File: src/core/sdcmd_consts.svh
// timing counts and field positions for the sdram command decoder
`ifndef SDCMD_CONSTS_SVH
`define SDCMD_CONSTS_SVH
`define SDCMD_ROW_W 12
`define SDCMD_COL_W 8
`define SDCMD_BANKS 4
`define SDCMD_FLAG_BIT 10
`define SDCMD_MASK_RD_DLY 2
`define SDCMD_BURST_LEN 4
`define SDCMD_XSR_NS 70
`define SDCMD_CLK_NS 10
`define SDCMD_XSR_CYC ((`SDCMD_XSR_NS + `SDCMD_CLK_NS - 1) / `SDCMD_CLK_NS)
`define SDCMD_PRE_NS 20
`define SDCMD_PRE_CYC ((`SDCMD_PRE_NS + `SDCMD_CLK_NS - 1) / `SDCMD_CLK_NS)
`endif

File: src/core/sdcmd_pkg.sv
// types for the sdram command decoder
package sdcmd_pkg;
  typedef enum logic [3:0] {
    SDCMD_INHIBIT = 4'h0, SDCMD_NOP = 4'h1, SDCMD_ACT = 4'h2, SDCMD_RD = 4'h3,
    SDCMD_WR = 4'h4, SDCMD_TERM = 4'h5, SDCMD_PRE = 4'h6, SDCMD_REF = 4'h7,
    SDCMD_LMR = 4'h8
  } sdcmd_cmd_e;
  typedef enum logic [2:0] {
    SDCMD_B_IDLE = 3'h0, SDCMD_B_ACTIVE = 3'h1, SDCMD_B_READ = 3'h3,
    SDCMD_B_WRITE = 3'h2, SDCMD_B_PRECH = 3'h6, SDCMD_B_AP = 3'h7
  } sdcmd_bank_e;
  typedef enum logic [1:0] {
    SDCMD_P_RUN = 2'h0, SDCMD_P_PDOWN = 2'h1, SDCMD_P_SELF = 2'h3, SDCMD_P_SUSP = 2'h2
  } sdcmd_pwr_e;
  typedef struct packed {
    logic cs_n;
    logic ras_n;
    logic cas_n;
    logic we_n;
    logic [1:0] bank_select;
    logic [11:0] addr;
    logic byte_mask;
  } sdcmd_pins_s;
  typedef struct packed {
    sdcmd_cmd_e cmd;
    logic [1:0] bank;
    logic [11:0] row;
    logic [7:0] col;
    logic auto_pre;
    logic all_banks;
  } sdcmd_cmd_s;
endpackage
File: src/core/sdcmd_core.sv
// sdram command decoder with per-bank and clock-gate state tracking
// How it works
// - chip select high: no command is registered, ongoing work continues
// - strobes all high with select low decode a no-operation
// - activate opens the twelve-bit row in the selected bank
// - row strobe high with column strobe low starts a read or write on the selected bank
// - low eight address bits give column; flag bit enables auto precharge once
// - precharge closes one bank, or all when the flag bit is high
// - burst terminate ends the burst; data pins stay driven that cycle
// - load mode register stores the twelve address bits
// - refresh is auto refresh with gate high, self-refresh entry with gate low
// - refresh rows come from an internal counter, other inputs ignored
// - mask low enables data; acts at once on writes, two clocks on reads
// - commands execute only with clock gate high at both edges
// - gate low at both edges keeps the current low-power state
// - gate falling with nop and banks idle enters power-down; rise exits
// - gate falling with auto refresh and banks idle enters self-refresh
// - gate falling during a burst suspends; rising resumes next edge
// - idle bank accepts activate, refresh, mode load, precharge
// - active bank accepts read, write, precharge
// - read burst accepts read, write, terminate; precharge truncates
// - write burst accepts read, write, terminate; precharge truncates
`include "sdcmd_consts.svh"
`timescale 1ns/100ps
`default_nettype none
module sdcmd_core (
  input wire logic ref_clk,
  input wire logic rst,
  input wire logic clk_gate,
  input var sdcmd_pkg::sdcmd_pins_s pins,
  output sdcmd_pkg::sdcmd_cmd_s cmd_out,
  output logic cmd_valid,
  output logic [11:0] mode_reg,
  output logic [11:0] refresh_row,
  output logic refresh_pulse,
  output logic data_drive_en,
  output logic data_write_en,
  output logic [7:0] bank_state,
  output sdcmd_pkg::sdcmd_pwr_e pwr_state,
  output logic xsr_busy,
  output logic illegal_cmd
);
  import sdcmd_pkg::*;

  ////////////////////////////////////////////////////////////////////////////
  // pin synchroniser: three stages, change taken when stages two and three agree
  // a command must stand for two edges to qualify; a one-edge glitch is dropped
  sdcmd_pins_s p1_q, p2_q, p3_q, pin_d, pin_q;
  logic g1_q, g2_q, g3_q, gate_d, gate_q, gate_prev_q;
  // fresh marks the single cycle in which a newly qualified value is taken
  logic fresh_d, fresh_q;

  always_comb begin
    pin_d = (p2_q == p3_q) ? p3_q : pin_q;
    gate_d = (g2_q == g3_q) ? g3_q : gate_q;
    fresh_d = (pin_d != pin_q);
  end

  always_ff @(posedge ref_clk) begin
    p1_q <= pins;
    p2_q <= p1_q;
    p3_q <= p2_q;
    g1_q <= clk_gate;
    g2_q <= g1_q;
    g3_q <= g2_q;
    if (rst) begin
      pin_q <= '{cs_n: 1'b1, ras_n: 1'b1, cas_n: 1'b1, we_n: 1'b1, default: '0};
      gate_q <= 1'b1;
      gate_prev_q <= 1'b1;
      fresh_q <= 1'b0;
    end else begin
      pin_q <= pin_d;
      fresh_q <= fresh_d;
      gate_q <= gate_d;
      gate_prev_q <= gate_q;
    end
  end

  ////////////////////////////////////////////////////////////////////////////
  function automatic sdcmd_cmd_e decode(input sdcmd_pins_s p);
    if (p.cs_n) begin
      decode = SDCMD_INHIBIT;
    end else begin
      case ({p.ras_n, p.cas_n, p.we_n})
        3'h7: decode = SDCMD_NOP;
        3'h3: decode = SDCMD_ACT;
        3'h5: decode = SDCMD_RD;
        3'h4: decode = SDCMD_WR;
        3'h6: decode = SDCMD_TERM;
        3'h2: decode = SDCMD_PRE;
        3'h1: decode = SDCMD_REF;
        default: decode = SDCMD_LMR;
      endcase
    end
  endfunction

  function automatic logic is_quiet(input sdcmd_cmd_e c);
    is_quiet = (c == SDCMD_INHIBIT) || (c == SDCMD_NOP);
  endfunction

  sdcmd_cmd_e cmd, raw_cmd;
  logic run, all_idle, any_burst;
  assign raw_cmd = decode(pin_q);
  // a held command runs once; repeating one needs some change on the pins between the two
  assign cmd = (fresh_q || is_quiet(raw_cmd)) ? raw_cmd : SDCMD_NOP;

  ////////////////////////////////////////////////////////////////////////////
  // power state and per-bank state
  sdcmd_pwr_e pwr_q, pwr_d;
  sdcmd_bank_e bank_q [`SDCMD_BANKS], bank_d [`SDCMD_BANKS];
  logic [2:0] btimer_q [`SDCMD_BANKS], btimer_d [`SDCMD_BANKS];
  logic [3:0] xsr_q, xsr_d;
  logic [1:0] nop_cnt_q, nop_cnt_d;
  logic [1:0] last_bank_q, last_bank_d;
  sdcmd_cmd_s cmd_d;
  logic valid_d, illegal_d, ref_d;
  logic [11:0] mode_d, rrow_d;
  logic [1:0] mask_pipe_q, mask_pipe_d;
  logic wen_d, den_d;

  always_comb begin
    all_idle = 1'b1;
    any_burst = 1'b0;
    for (int b = 0; b < `SDCMD_BANKS; b++) begin
      if (bank_q[b] != SDCMD_B_IDLE) all_idle = 1'b0;
      if (bank_q[b] == SDCMD_B_READ || bank_q[b] == SDCMD_B_WRITE ||
          bank_q[b] == SDCMD_B_AP) any_burst = 1'b1;
    end
  end

  // commands execute only in run state with gate high now and before
  assign run = (pwr_q == SDCMD_P_RUN) && gate_q && gate_prev_q && (xsr_q == 4'h0);

  always_comb begin
    pwr_d = pwr_q;
    xsr_d = (xsr_q != 4'h0) ? xsr_q - 4'h1 : 4'h0;
    nop_cnt_d = nop_cnt_q;
    last_bank_d = last_bank_q;
    bank_d = bank_q;
    btimer_d = btimer_q;
    cmd_d = '{cmd: cmd, bank: pin_q.bank_select, row: pin_q.addr,
              col: pin_q.addr[`SDCMD_COL_W-1:0], auto_pre: pin_q.addr[`SDCMD_FLAG_BIT],
              all_banks: pin_q.addr[`SDCMD_FLAG_BIT]};
    valid_d = 1'b0;
    illegal_d = 1'b0;
    ref_d = 1'b0;
    mode_d = mode_reg;
    rrow_d = refresh_row;
    // bank timers run only while clock is not gated off
    if (pwr_q == SDCMD_P_RUN) begin
      for (int b = 0; b < `SDCMD_BANKS; b++) begin
        if (btimer_q[b] != 3'h0) begin
          btimer_d[b] = btimer_q[b] - 3'h1;
        end else if (bank_q[b] == SDCMD_B_PRECH) begin
          bank_d[b] = SDCMD_B_IDLE;
        end else if (bank_q[b] == SDCMD_B_READ || bank_q[b] == SDCMD_B_WRITE) begin
          bank_d[b] = SDCMD_B_ACTIVE;
        end else if (bank_q[b] == SDCMD_B_AP) begin
          bank_d[b] = SDCMD_B_PRECH;
          btimer_d[b] = 3'(`SDCMD_PRE_CYC);
        end
      end
    end
    // gate and pins share one filter depth, so a gate edge meets its own command
    case (pwr_q)
      SDCMD_P_PDOWN: if (gate_q && is_quiet(cmd)) pwr_d = SDCMD_P_RUN;
      SDCMD_P_SUSP: if (gate_q) pwr_d = SDCMD_P_RUN;
      SDCMD_P_SELF: begin
        if (gate_q && is_quiet(cmd)) begin
          pwr_d = SDCMD_P_RUN;
          xsr_d = 4'(`SDCMD_XSR_CYC);
          nop_cnt_d = 2'h0;
        end else if (!gate_q) begin
          // the internal row counter steps every cycle while the gate stays low
          rrow_d = refresh_row + 12'h001;
          ref_d = 1'b1;
        end
      end
      default: begin
        if (xsr_q != 4'h0) begin
          // during exit recovery only quiet commands are legal
          if (!is_quiet(cmd)) illegal_d = 1'b1;
          else if (cmd == SDCMD_NOP && nop_cnt_q != 2'h2) nop_cnt_d = nop_cnt_q + 2'h1;
          if (xsr_q == 4'h1 && nop_cnt_d < 2'h2) illegal_d = 1'b1;
        end else if (gate_prev_q && !gate_q) begin
          // a falling gate is judged before any command of the same cycle
          if (cmd == SDCMD_REF && all_idle) begin
            pwr_d = SDCMD_P_SELF;
            rrow_d = refresh_row + 12'h001;
            ref_d = 1'b1;
          end else if (is_quiet(cmd) && all_idle) begin
            pwr_d = SDCMD_P_PDOWN;
          end else if (any_burst) begin
            pwr_d = SDCMD_P_SUSP;
          end else begin
            illegal_d = 1'b1;
          end
        end else if (run && !is_quiet(cmd)) begin
          valid_d = 1'b1;
          case (cmd)
            SDCMD_ACT: begin
              if (bank_q[pin_q.bank_select] == SDCMD_B_IDLE)
                bank_d[pin_q.bank_select] = SDCMD_B_ACTIVE;
              else illegal_d = 1'b1;
            end
            SDCMD_RD, SDCMD_WR: begin
              if (bank_q[pin_q.bank_select] inside {SDCMD_B_ACTIVE, SDCMD_B_READ,
                  SDCMD_B_WRITE}) begin
                bank_d[pin_q.bank_select] = pin_q.addr[`SDCMD_FLAG_BIT] ? SDCMD_B_AP :
                  (cmd == SDCMD_RD ? SDCMD_B_READ : SDCMD_B_WRITE);
                btimer_d[pin_q.bank_select] = 3'(`SDCMD_BURST_LEN - 1);
                last_bank_d = pin_q.bank_select;
              end else illegal_d = 1'b1;
            end
            SDCMD_TERM: begin
              // terminate follows the most recent burst, whatever its bank
              if (bank_q[last_bank_q] inside {SDCMD_B_READ, SDCMD_B_WRITE}) begin
                bank_d[last_bank_q] = SDCMD_B_ACTIVE;
                btimer_d[last_bank_q] = 3'h0;
              end else illegal_d = 1'b1;
            end
            SDCMD_PRE: begin
              // precharging an idle bank is a no-operation for that bank
              for (int b = 0; b < `SDCMD_BANKS; b++) begin
                if (pin_q.addr[`SDCMD_FLAG_BIT] || pin_q.bank_select == 2'(b)) begin
                  if (bank_q[b] inside {SDCMD_B_ACTIVE, SDCMD_B_READ, SDCMD_B_WRITE}) begin
                    bank_d[b] = SDCMD_B_PRECH;
                    btimer_d[b] = 3'(`SDCMD_PRE_CYC);
                  end else if (bank_q[b] != SDCMD_B_IDLE) begin
                    illegal_d = 1'b1;
                  end
                end
              end
            end
            SDCMD_REF: begin
              if (all_idle) begin
                rrow_d = refresh_row + 12'h001;
                ref_d = 1'b1;
              end else illegal_d = 1'b1;
            end
            default: begin
              if (all_idle) mode_d = pin_q.addr;
              else illegal_d = 1'b1;
            end
          endcase
          // an illegal command is reported but never counted as executed
          if (illegal_d) valid_d = 1'b0;
        end
      end
    endcase
    // mask: writes see it at once, reads two clocks after registration
    mask_pipe_d = {mask_pipe_q[0], pin_q.byte_mask};
    wen_d = !pin_q.byte_mask && (bank_q[last_bank_q] == SDCMD_B_WRITE || cmd == SDCMD_WR);
    den_d = !mask_pipe_q[`SDCMD_MASK_RD_DLY-1] || (cmd == SDCMD_TERM && run);
  end

  always_ff @(posedge ref_clk) begin
    if (rst) begin
      pwr_q <= SDCMD_P_RUN;
      xsr_q <= 4'h0;
      nop_cnt_q <= 2'h0;
      last_bank_q <= 2'h0;
      for (int b = 0; b < `SDCMD_BANKS; b++) begin
        bank_q[b] <= SDCMD_B_IDLE;
        btimer_q[b] <= 3'h0;
      end
      cmd_out <= '{cmd: SDCMD_INHIBIT, default: '0};
      cmd_valid <= 1'b0;
      illegal_cmd <= 1'b0;
      refresh_pulse <= 1'b0;
      mode_reg <= 12'h000;
      refresh_row <= 12'h000;
      mask_pipe_q <= 2'h3;
      data_write_en <= 1'b0;
      data_drive_en <= 1'b0;
    end else begin
      pwr_q <= pwr_d;
      xsr_q <= xsr_d;
      nop_cnt_q <= nop_cnt_d;
      last_bank_q <= last_bank_d;
      bank_q <= bank_d;
      btimer_q <= btimer_d;
      cmd_out <= cmd_d;
      cmd_valid <= valid_d;
      illegal_cmd <= illegal_d;
      refresh_pulse <= ref_d;
      mode_reg <= mode_d;
      refresh_row <= rrow_d;
      mask_pipe_q <= mask_pipe_d;
      data_write_en <= wen_d;
      data_drive_en <= den_d;
    end
  end

  always_comb begin
    for (int b = 0; b < `SDCMD_BANKS; b++) bank_state[2*b +: 2] = bank_q[b][1:0];
  end
  assign pwr_state = pwr_q;
  assign xsr_busy = (xsr_q != 4'h0);
endmodule
`default_nettype wire

File: config.mk
export PLATFORM = sky130hd
export DESIGN_NAME = sdcmd_core
export DESIGN_NICKNAME = d
export VERILOG_FILES = /design/src/core/sdcmd_pkg.sv /design/src/core/sdcmd_core.sv
export VERILOG_INCLUDE_DIRS = /design/src /design/src/core
export SDC_FILE = /design/constraint.sdc
export NUM_CORES = 1
export LEC_CHECK = 0
export ABC_CLOCK_PERIOD_IN_PS = 4400
export BUFFER_PORTS_ARGS = -buffer_cell sky130_fd_sc_hd__buf_2
export CORE_ASPECT_RATIO = 2
export CORE_MARGIN = 5
export CORE_UTILIZATION = 40
export DETAILED_ROUTE_END_ITERATION = 8
export PLACE_DENSITY_LB_ADDON = 0.3
export SETUP_SLACK_MARGIN = 0.1
export SYNTH_ARGS = -nofsm -noshare
export SYNTH_HDL_FRONTEND = slang
export SYNTH_SLANG_ARGS = --single-unit
File: constraint.sdc
create_clock -name ref_clk -period 4.4 [get_ports ref_clk]
set_clock_uncertainty 0.15 [all_clocks]
set_input_delay 0.44 -clock ref_clk [delete_from_list [all_inputs] [get_ports ref_clk]]
set_output_delay 0.44 -clock ref_clk [all_outputs]
set_load 0.01 [all_outputs]
==> flow_metrics.tcl, run 1 <==
set metrics [dict create \
    status "completed" \
    r2r_slack_ps 1380 \
    yosysTopAreaCellShare 0.460 \
    clockRootBuffer "clkbuf_16" \
    drv_slew 0 \
    cp-end-kind "register" \
    die_x_microns 105 \
    required_ps 4600 \
    clock_path_buffers 2 \
    grtUsageTotal 0.188 \
    pwr-share-comb 0.173 \
    ys_ff_latch 165 \
    post-place-cells 1017 \
    syn_inst 766 \
    hold_depth 0 \
    fin_crit_sh 0.686 \
    grt_max_degree 67 \
    synthTopCellsByArea "dfxtp_1 46%, xor2_1 5.4%, mux2i_1 4.7%" \
    diodes 0 \
    cap_violations 0 \
    crit_fanout 21 \
    met2_usage 0.346 \
    relSlewSlack 0.361 \
    yosysWarnings 0 \
    regToRegStartpoint "pwr_state[0]$_SDFFE_PP0P_" \
    drtAntennaViolNets 0 \
    final.setup.tns_ps 0 \
    final_layout_size_suffix_gt1_frac 0.178 \
    cts_tree "yes" \
    synth_ff_type "dfxtp_1" \
    largestRegisters "p1_q (19), p2_q (19), p3_q (19)" \
    clock.fmax_mhz 331 \
    gr-max-usage-layer "met2" \
    nFillCells 1641 \
    grt_pass1_vias 5773 \
    hp-start "p1_q[10]$_DFF_P_" \
    clkPwrFrac 0.387 \
    cell_internal_pwr_mw 2.65 \
    drt-wirelength-per-cell_microns 18.3 \
    worst_pin_slew_ps 951 \
    hold_path.class "register to register" \
    rsz0062_at_grt "false" \
    cts_buffers 17 \
    grt_util_met3 0.0310 \
    postCtsSetupRepairBufs 0 \
    reg2reg_depth 9 \
    drt_iter0_drc 248 \
    antenna_found_initial 0 \
    ys_seq_area_frac 0.460 \
    preCtsSetupSlack_ps 1410 \
    yosysTopAreaCell "dfxtp_1" \
    synth_edf_count 0 \
    multi_input_area_sq_mm 0.00349 \
    period_minus_slack_ps 3020 \
    switching_share 0.294 \
    reg2reg_to "refresh_row[10]$_SDFFE_PP0P_" \
    nNetsFinal 882 \
    htree_levels 4 \
    ioPinCount 90 \
    totalWireLength_microns 19600 \
    setup-violations-final 0 \
    fin_ws_ps 1380 \
    dp_hpwl_microns 14300 \
    yosysUniqueCellTypes 72 \
    core-area_sq_mm 0.0177 \
    vias 5838 \
    die_y_microns 199 \
    final-seq-area_sq_mm 0.00330 \
    p_leak_nw 3.40 \
    clk_latency_ps 430 \
    grt_overflow 0 \
    rows 69 \
    async_reset_ff_frac 0 \
    seq_power_share 0.440 \
    final_util 0.475 \
    syn_area_per_cell_sq_um 9.37 \
    syn_to_final_growth_pct 17.1 \
    hold_viol_final 0 \
    syn_area_sq_mm 0.00718 \
    whs_endpoint "p2_q[10]$_DFF_P_" \
    worstSetupPathType "register to register" \
    initial_utilization 0.406 \
    peakVddDrop_mv 0.359 \
    critical_path_arrival_ps 3220 \
    cts.sinks 165 \
    cts.clk_slew.worst_paths_ps 60 \
    place_congestion 0.964 \
    vias_per_cell 5.46 \
    report.power.total_mw 3.75 \
    port_buffers 89 \
    worstSetupStartpointType "register" \
    drc 0 \
    layoutNonFillerInstCount 1069 \
    first_pass_iters 5 \
    synth_nets 805 \
    power_density_mw_per_mm2 447 \
    use_met1 0.193 \
    cts_resized 0 \
    power.switching_mw 1.10 \
    grt_first_pass_wirelength_microns 31100 \
    die-area_sq_mm 0.0209 \
]
==> critical path, cell delays in order, from the launching register on <==
cell      delay, ps
dfxtp_1         350
inv_1           120
ha_1            160
buf_4           250
and3_1          230
nand4_2         300
a211oi_2        450
o21bai_2        230
or4_1           540
a21oi_1         150
==> cell type report <==
cell class,count,share of cell area
Timing Repair Buffer,114,0.0813
Sequential cell,165,0.393
Multi-Input combinational cell,522,0.416
Clock buffer,17,0.0506
Inverter,23,0.0103
Tap cell,213,0.0317
Clock inverter,15,0.0171
==> placed cells by master, fill, tap and decap left out, types with 6 or more instances in the layout <==
| master | netlist | final |
|---|---|---|
| o22ai_1 | 6 | 6 |
| dfxtp_1 | 165 | 165 |
| or3_1 | 7 | 7 |
| buf_2 | 9 | 89 |
| clkbuf_16 | 0 | 17 |
| xor2_1 | 44 | 44 |
| nor2b_1 | 23 | 23 |
| o21ai_0 | 32 | 32 |
| nor2_1 | 73 | 73 |
| mux2i_1 | 34 | 34 |
| a31oi_1 | 9 | 9 |
| nand3_1 | 24 | 24 |
| o21a_1 | 10 | 10 |
| nor4_1 | 13 | 12 |
| and3_1 | 8 | 8 |
| nand2_1 | 47 | 47 |
| a211oi_1 | 11 | 11 |
| nand2b_1 | 11 | 11 |
| nor3_1 | 18 | 18 |
| inv_1 | 23 | 23 |
| ha_1 | 17 | 17 |
| dlygate4sd3_1 | 0 | 20 |
| nand4_1 | 6 | 6 |
| a21oi_1 | 45 | 45 |
==> cells by family after synthesis <==
kind of cell	count (synthesis)	share of synthesized area
XOR/XNOR	44	0.0537
AO/OA/AOI/OAI	155	0.141
AND/OR/NAND/NOR	269	0.203
adder cells (fa/ha/maj)	17	0.0296
multiplexers	37	0.0568
buffers and inverters	79	0.0551
flip-flops	165	0.460
==> power groups by stage <==
stage / Combinational, mW / Sequential, mW / Clock [mW]
after floorplan: 0.483 / 1.67 / 0
after global placement: 0.624 / 1.68 / 0
after detailed placement: 0.630 / 1.69 / 0
after CTS: 0.649 / 1.65 / 1.49
after global routing: 0.735 / 1.66 / 1.55
final: 0.649 / 1.65 / 1.45
==> worst max path at each step <==
stage | slack, ps | start | cells past startpoint | to
5_1_grt | 1110 | pwr_state[0]$_SDFFE_PP0P_ | 9 | refresh_row[10]$_SDFFE_PP0P_
3_5_place_dp | 1410 | pwr_state[0]$_SDFFE_PP0P_ | 9 | refresh_row[9]$_SDFFE_PP0P_
3_3_place_gp | 1500 | pwr_state[0]$_SDFFE_PP0P_ | 9 | refresh_row[9]$_SDFFE_PP0P_
4_1_cts | 1370 | pwr_state[0]$_SDFFE_PP0P_ | 9 | refresh_row[10]$_SDFFE_PP0P_
6_report | 1380 | pwr_state[0]$_SDFFE_PP0P_ | 9 | refresh_row[10]$_SDFFE_PP0P_
2_1_floorplan | 2000 | xsr_q[0]$_SDFF_PP0_ | 8 | refresh_row[9]$_SDFFE_PP0P_
==> synth_stat cells, drive strengths merged, types with 8 or more instances <==
cell and instances:
nor4 17, nand2b 11, a31oi 9, nand2 48, inv 23, clkbuf 23
nand3 25, a21oi 45, a211oi 12, mux2i 34, buf 33, nor2 74
ha 17, o21ai 33, and3 8, o21a 10, nor3 19, nor2b 23
dfxtp 165, xor2 44
==> metal layers <==
metal | wire length [microns] | part of all wire
met5 | 0 | 0
met4 | 1090 | 0.056
met3 | 772 | 0.039
met2 | 10700 | 0.55
met1 | 7010 | 0.36
==> timing repair <==
action	CTS	global route
hold buffers	20	0
endpoints found under the setup margin	0	0
endpoints found under the hold margin	20	0
==> per-stage QoR <==
| stage | cell area, sq um | hold slack, ps |
|---|---|---|
| after floorplan | 7180 | 160 |
| after global placement | 7630 | 161 |
| after detailed placement | 7630 | 162 |
| after CTS | 8400 | 177 |
| after global routing | 8400 | 181 |
| final | 8400 | 175 |
No activity file was read; power rests on OpenSTA's default activity.
==> run 2: changes to the inputs <==
--- a/config.mk
+++ b/config.mk
@@ -6,7 +6,8 @@
 export SDC_FILE = /design/constraint.sdc
 export NUM_CORES = 1
 export LEC_CHECK = 0
-export ABC_CLOCK_PERIOD_IN_PS = 4400
+export ABC_AREA = 1
+export ABC_CLOCK_PERIOD_IN_PS = 2400
 export BUFFER_PORTS_ARGS = -buffer_cell sky130_fd_sc_hd__buf_2
 export CORE_ASPECT_RATIO = 2
 export CORE_MARGIN = 5
==> constraint.sdc (replaced) <==
create_clock -name ref_clk -period 2.4 [get_ports ref_clk]
set_clock_uncertainty 0.15 [all_clocks]
set_input_delay 0.24 -clock ref_clk [delete_from_list [all_inputs] [get_ports ref_clk]]
set_output_delay 0.24 -clock ref_clk [all_outputs]
set_load 0.01 [all_outputs]
==> run 2 against run 1 <==
Non-clock buffer count increased by 75. Combinational power increased to 2.8 times the previous value. Sequential share of layout area decreased by 5.8 points. Largest power group unchanged. Clock-buffer cell count unchanged. Die area increased by 9.0%. Largest cell class unchanged. Power increased by 100%. Critical path type unchanged.
==> flow_metrics.tcl, run 2 <==
set metrics [dict create \
    status "completed" \
    fin_crit_sh 0.921 \
    required_ps 2610 \
    syn_area_sq_mm 0.00787 \
    synthTopCellsByCount "228 x nand2_1, 165 x dfxtp_1, 140 x nor2_1, 130 x inv_1, 85 x nand3_1" \
    diodes 0 \
    worst_pin_slew_ps 584 \
    grt_first_pass_wirelength_microns 38600 \
    grt_pass1_vias 7593 \
    grt_overflow 0 \
    rows 72 \
    layout_common_cells "226 x nand2_1, 158 x dfxtp_1, 130 x nor2_1, 125 x inv_1, 89 x buf_2" \
    totalWireLength_microns 24400 \
    post-synth-top-count-cell "nand2_1" \
    final_layout_size_suffix_gt1_frac 0.223 \
    period_minus_slack_ps 2210 \
    p_leak_nw 4.63 \
    yosysUniqueCellTypes 53 \
    synth_edf_count 0 \
    clk_latency_ps 440 \
    syn_area_per_cell_sq_um 7.28 \
    hold_ws_ps 178 \
    yosysTopAreaCellShare 0.420 \
    reg2reg_depth 12 \
    initial_utilization 0.407 \
    syn_to_final_growth_pct 26.2 \
    vias 7567 \
    synthTopCellsByArea "dfxtp_1 42%, nand2_1 11%, nor2_1 6.7%" \
    cp-end-kind "register" \
    port_buffers 89 \
    cts.sinks 165 \
    grt_max_degree 37 \
    htree_levels 4 \
    async_reset_ff_frac 0 \
    worstSetupStartpointType "register" \
    rsz0062_at_grt "true" \
    ys_ff_latch 165 \
    report.power.total_mw 7.67 \
    vias_per_cell 5.00 \
    preCtsSetupSlack_ps -132 \
    fin_ws_ps 190 \
    cts.clk_slew.worst_paths_ps 70 \
    clockRootBuffer "clkbuf_16" \
    yosysWarnings 0 \
    ys_seq_area_frac 0.420 \
    drt_iter0_drc 291 \
    crit_start "pin_q[17]$_SDFF_PP1_" \
    ioPinCount 90 \
    clock.fmax_mhz 452 \
    worstSetupPathType "register to register" \
    drv_slew 0 \
    final_common_cell "nand2_1" \
    cts_tree "yes" \
    hold_viol_final 0 \
    cts_buffers 17 \
    synth_nets 1121 \
    regToRegStartpoint "pin_q[17]$_SDFF_PP1_" \
    drtAntennaViolNets 0 \
    first_pass_iters 5 \
    hold_path.class "register to register" \
    die-area_sq_mm 0.0228 \
    drt-wirelength-per-cell_microns 16.1 \
    r2r_slack_ps 190 \
    nNetsFinal 1279 \
    cap_violations 0 \
    grtUsageTotal 0.222 \
    syn_inst 1082 \
    crit_fanout 9 \
    critical_path_arrival_ps 2420 \
    die_y_microns 208 \
    largestRegisters "p1_q (19), p2_q (19), p3_q (19)" \
    dp_hpwl_microns 19200 \
    crit_end "illegal_cmd$_SDFF_PP0_" \
    drc 0 \
    die_x_microns 109 \
    clock_path_buffers 2 \
    peakVddDrop_mv 0.660 \
    nFillCells 1918 \
    reg2reg_to "illegal_cmd$_SDFF_PP0_" \
    core-area_sq_mm 0.0194 \
    antenna_found_initial 0 \
    yosysTopAreaCell "dfxtp_1" \
    setup-violations-final 0 \
    synth_ff_type "dfxtp_1" \
    place_congestion 0.994 \
    power_density_mw_per_mm2 773 \
    relSlewSlack 0.610 \
]
[run 2: power breakdown]
| part | internal (mW) | switching (mW) |
|---|---|---|
| sequential | 2.93 | 0.125 |
| combinational | 0.716 | 1.12 |
| clock | 1.50 | 1.29 |
| total | 5.14 | 2.54 |
[run 2: worst min-delay path by stage]
stage,cells after the start,slack (ps),to,startpoint
floorplan,0,120,g1_q$_DFF_P_,clk_gate
global placement,0,160,p2_q[11]$_DFF_P_,p1_q[11]$_DFF_P_
detailed placement,0,160,p2_q[11]$_DFF_P_,p1_q[11]$_DFF_P_
CTS,0,180,p2_q[11]$_DFF_P_,p1_q[11]$_DFF_P_
global route,0,190,p2_q[12]$_DFF_P_,p1_q[12]$_DFF_P_
finish,0,180,p2_q[9]$_DFF_P_,p1_q[9]$_DFF_P_
[run 2: final cells by class]
cell class	instances	area [sq um]	share of cell area
sequential	165	3320	0.335
multi-input combinational	727	3870	0.389
inverter	140	548	0.0552
tap	259	324	0.0326
clock inverter	15	179	0.0180
clock buffer	17	425	0.0428
timing repair buffer	189	1270	0.127
[run 2: logic make-up (layout without fill, tap and decap cells)]
group,count (synthesis),after routing,share of synthesized area
xor gates and xnor gates,20,20,0.0222
adders and majority gates,18,18,0.0283
buffers and inverters,190,361,0.107
and+or+nand+nor,511,511,0.288
DFF,165,165,0.420
AOI/OAI and AO/OA,178,178,0.134
[run 2: critical path, cell delays in order, from the launching register on]
cell,delay (ps)
dfxtp_4,360
nand2_2,130
o21ai_1,150
nor3_4,230
nand2_1,170
nor2_4,120
buf_4,190
o21ai_0,90
o21ai_0,100
nor2_1,60
nand3_1,140
nand3_2,100
a21oi_2,140
[run 2: through the flow]
| stage | instance area (sq um) | util | instances | TNS (ps) |
|---|---|---|---|---|
| after floorplan | 7880 | - | 1082 | 0 |
| after global placement | 8910 | 0.460 | 1453 | -137 |
| after detailed placement | 8910 | 0.460 | 1453 | -225 |
| after CTS | 9750 | 0.503 | 1507 | 0 |
| after global routing | 9930 | 0.513 | 1512 | 0 |
| final | 9930 | 0.513 | 1512 | 0 |
[run 2: per-layer routing]
| layer | global-route usage | part of all wire |
|---|---|---|
| met5 | 0 | 0 |
| met4 | 0.158 | 0.070 |
| met3 | 0.0372 | 0.035 |
| met2 | 0.425 | 0.57 |
| met1 | 0.200 | 0.33 |
[run 2: repair_timing]
item                       in CTS  in global routing
pin swaps                       4                  8
gates resized for setup         8                 51
buffers inserted                2                  5
hold buffers                   20                  0
cloned                          0                  0
setup endpoints to repair      25                 52
hold endpoints to repair       20                  0
==> run 3: changes to the inputs <==
--- a/config.mk
+++ b/config.mk
@@ -6,7 +6,6 @@
 export SDC_FILE = /design/constraint.sdc
 export NUM_CORES = 1
 export LEC_CHECK = 0
-export ABC_AREA = 1
 export ABC_CLOCK_PERIOD_IN_PS = 2400
 export BUFFER_PORTS_ARGS = -buffer_cell sky130_fd_sc_hd__buf_2
 export CORE_ASPECT_RATIO = 2
==> run 3 against run 2 <==
Sequential share of layout area is 1.4 points higher. Sequential cell count unchanged. Fmax fell by 5.1%.
==> flow_metrics.tcl, run 3 (synthesis gave the netlist of run 1 again) <==
set metrics [dict create \
    status "completed" \
    fin_crit_sh 0.971 \
    ioPinCount 90 \
    period_minus_slack_ps 2330 \
    path_delay_family "buffers and inverters" \
    dp_hpwl_microns 16400 \
    antenna_found_initial 0 \
    layout_common_cells "154 x dfxtp_1, 96 x buf_4, 89 x buf_2, 71 x nor2_1, 45 x nand2_1" \
    drv_slew 0 \
    drc 0 \
    peakVddDrop_mv 0.698 \
    worstSetupPathType "register to register" \
    hold_viol_final 0 \
    die-area_sq_mm 0.0209 \
    clk_latency_ps 430 \
    cts_buffers 17 \
    htree_levels 4 \
    p_leak_nw 3.96 \
    grt_pass1_vias 6365 \
    drt-wirelength-per-cell_microns 18.4 \
    critical_path_arrival_ps 2490 \
    initial_utilization 0.406 \
    first_pass_iters 5 \
    rows 69 \
    final_common_cell "dfxtp_1" \
    cts.clk_slew.worst_paths_ps 70 \
    fin_ws_ps 70.1 \
    clock.fmax_mhz 429 \
    relSlewSlack 0.489 \
    clock_path_buffers 2 \
    largestRegisters "p1_q (19), p2_q (19), p3_q (19)" \
    grt_overflow 0 \
    worstSetupStartpointType "register" \
    cts.sinks 165 \
    critPathMostFrequentCell "buf_4" \
    grtUsageTotal 0.205 \
    cts_tree "yes" \
    crit_fanout 3 \
    worst_pin_slew_ps 747 \
    syn_to_final_growth_pct 32.4 \
    totalWireLength_microns 21700 \
    vias 6272 \
    slowest_delay_ps 330 \
    cp-end-kind "register" \
    nNetsFinal 990 \
    die_y_microns 199 \
    power_density_mw_per_mm2 744 \
    worstPathCellList "buf_6, nor4_4, buf_4, nand3_4, buf_4, o32ai_4, buf_4, buf_6, buf_4, o2111ai_1, xor2_1, nor2_1" \
    die_x_microns 105 \
    clockRootBuffer "clkbuf_16" \
    final_layout_size_suffix_gt1_frac 0.313 \
    nFillCells 1612 \
    critPathSlowestCell "dfxtp_2" \
    cap_violations 0 \
    place_congestion 0.971 \
    grt_max_degree 35 \
    setup-violations-final 0 \
    report.power.total_mw 7.07 \
    port_buffers 89 \
    diodes 0 \
    drtAntennaViolNets 0 \
    required_ps 2560 \
    crit_buf_inv 6 \
    rsz0062_at_grt "true" \
    hold_path.class "input port to register" \
    preCtsSetupSlack_ps 28.8 \
    vias_per_cell 5.33 \
    drt_iter0_drc 275 \
    core-area_sq_mm 0.0177 \
    grt_first_pass_wirelength_microns 33200 \
]
## run 3: final cells by class
| type | instances | area (sq um) | area share |
|---|---|---|---|
| multi-input cells | 522 | 3670 | 0.387 |
| well taps | 213 | 267 | 0.0280 |
| flip-flops and latches | 165 | 3320 | 0.349 |
| inverters | 23 | 86.3 | 0.00908 |
| clock inverters | 13 | 120 | 0.0126 |
| clock buffers | 19 | 443 | 0.0466 |
| repair buffers | 222 | 1600 | 0.168 |
## run 3: path summary, 6_finish.rpt
check	startpoint	endpoint	slack [ps]	cells after the start
max reg2reg	bank_state[3]$_SDFF_PP0_	refresh_row[7]$_SDFFE_PP0P_	70	12
min reg2reg	p1_q[1]$_DFF_P_	p2_q[1]$_DFF_P_	170	0
max	bank_state[3]$_SDFF_PP0_	refresh_row[7]$_SDFFE_PP0P_	70	12
min	rst	mask_pipe_d[0]$_SDFF_PP0_	20	2
## run 3: repair_timing
action                                  4_1_cts  5_1_grt
gates resized for setup                      12       49
endpoints found under the hold margin        20        0
setup buffers                                 6       11
pin swaps                                     9       17
hold buffers                                 20        0
endpoints found under the setup margin       26       54
cloned                                        0        1
## run 3: report_power, final
part	internal [mW]	switching, mW	total (mW)
registers	2.91	0.122	3.03
logic	0.673	0.782	1.46
clock network	1.39	1.20	2.58
## run 3: per-stage QoR
stage / hold WS [ps] / area (sq um) / utilization / std cells / setup TNS [ps]
floorplan: 118 / 7200 / - / 766 / 0
global placement: 160 / 8370 / 0.473 / 1108 / 0
detailed placement: 162 / 8370 / 0.473 / 1108 / 0
CTS: 0.300 / 9220 / 0.521 / 1166 / 0
global route: 52.9 / 9510 / 0.537 / 1177 / -28.7
finish: 20.9 / 9510 / 0.537 / 1177 / 0
## run 3: layer usage
| metal | wire length [microns] | part of all wire | vias to the layer above | GRT usage |
|---|---|---|---|---|
| li1 | - | - | 3058 | - |
| met1 | 7580 | 0.35 | 2952 | 0.198 |
| met2 | 11800 | 0.54 | 186 | 0.381 |
| met3 | 685 | 0.032 | 76 | 0.0307 |
| met4 | 1620 | 0.074 | 0 | 0.162 |
| met5 | 0 | 0 | - | 0 |
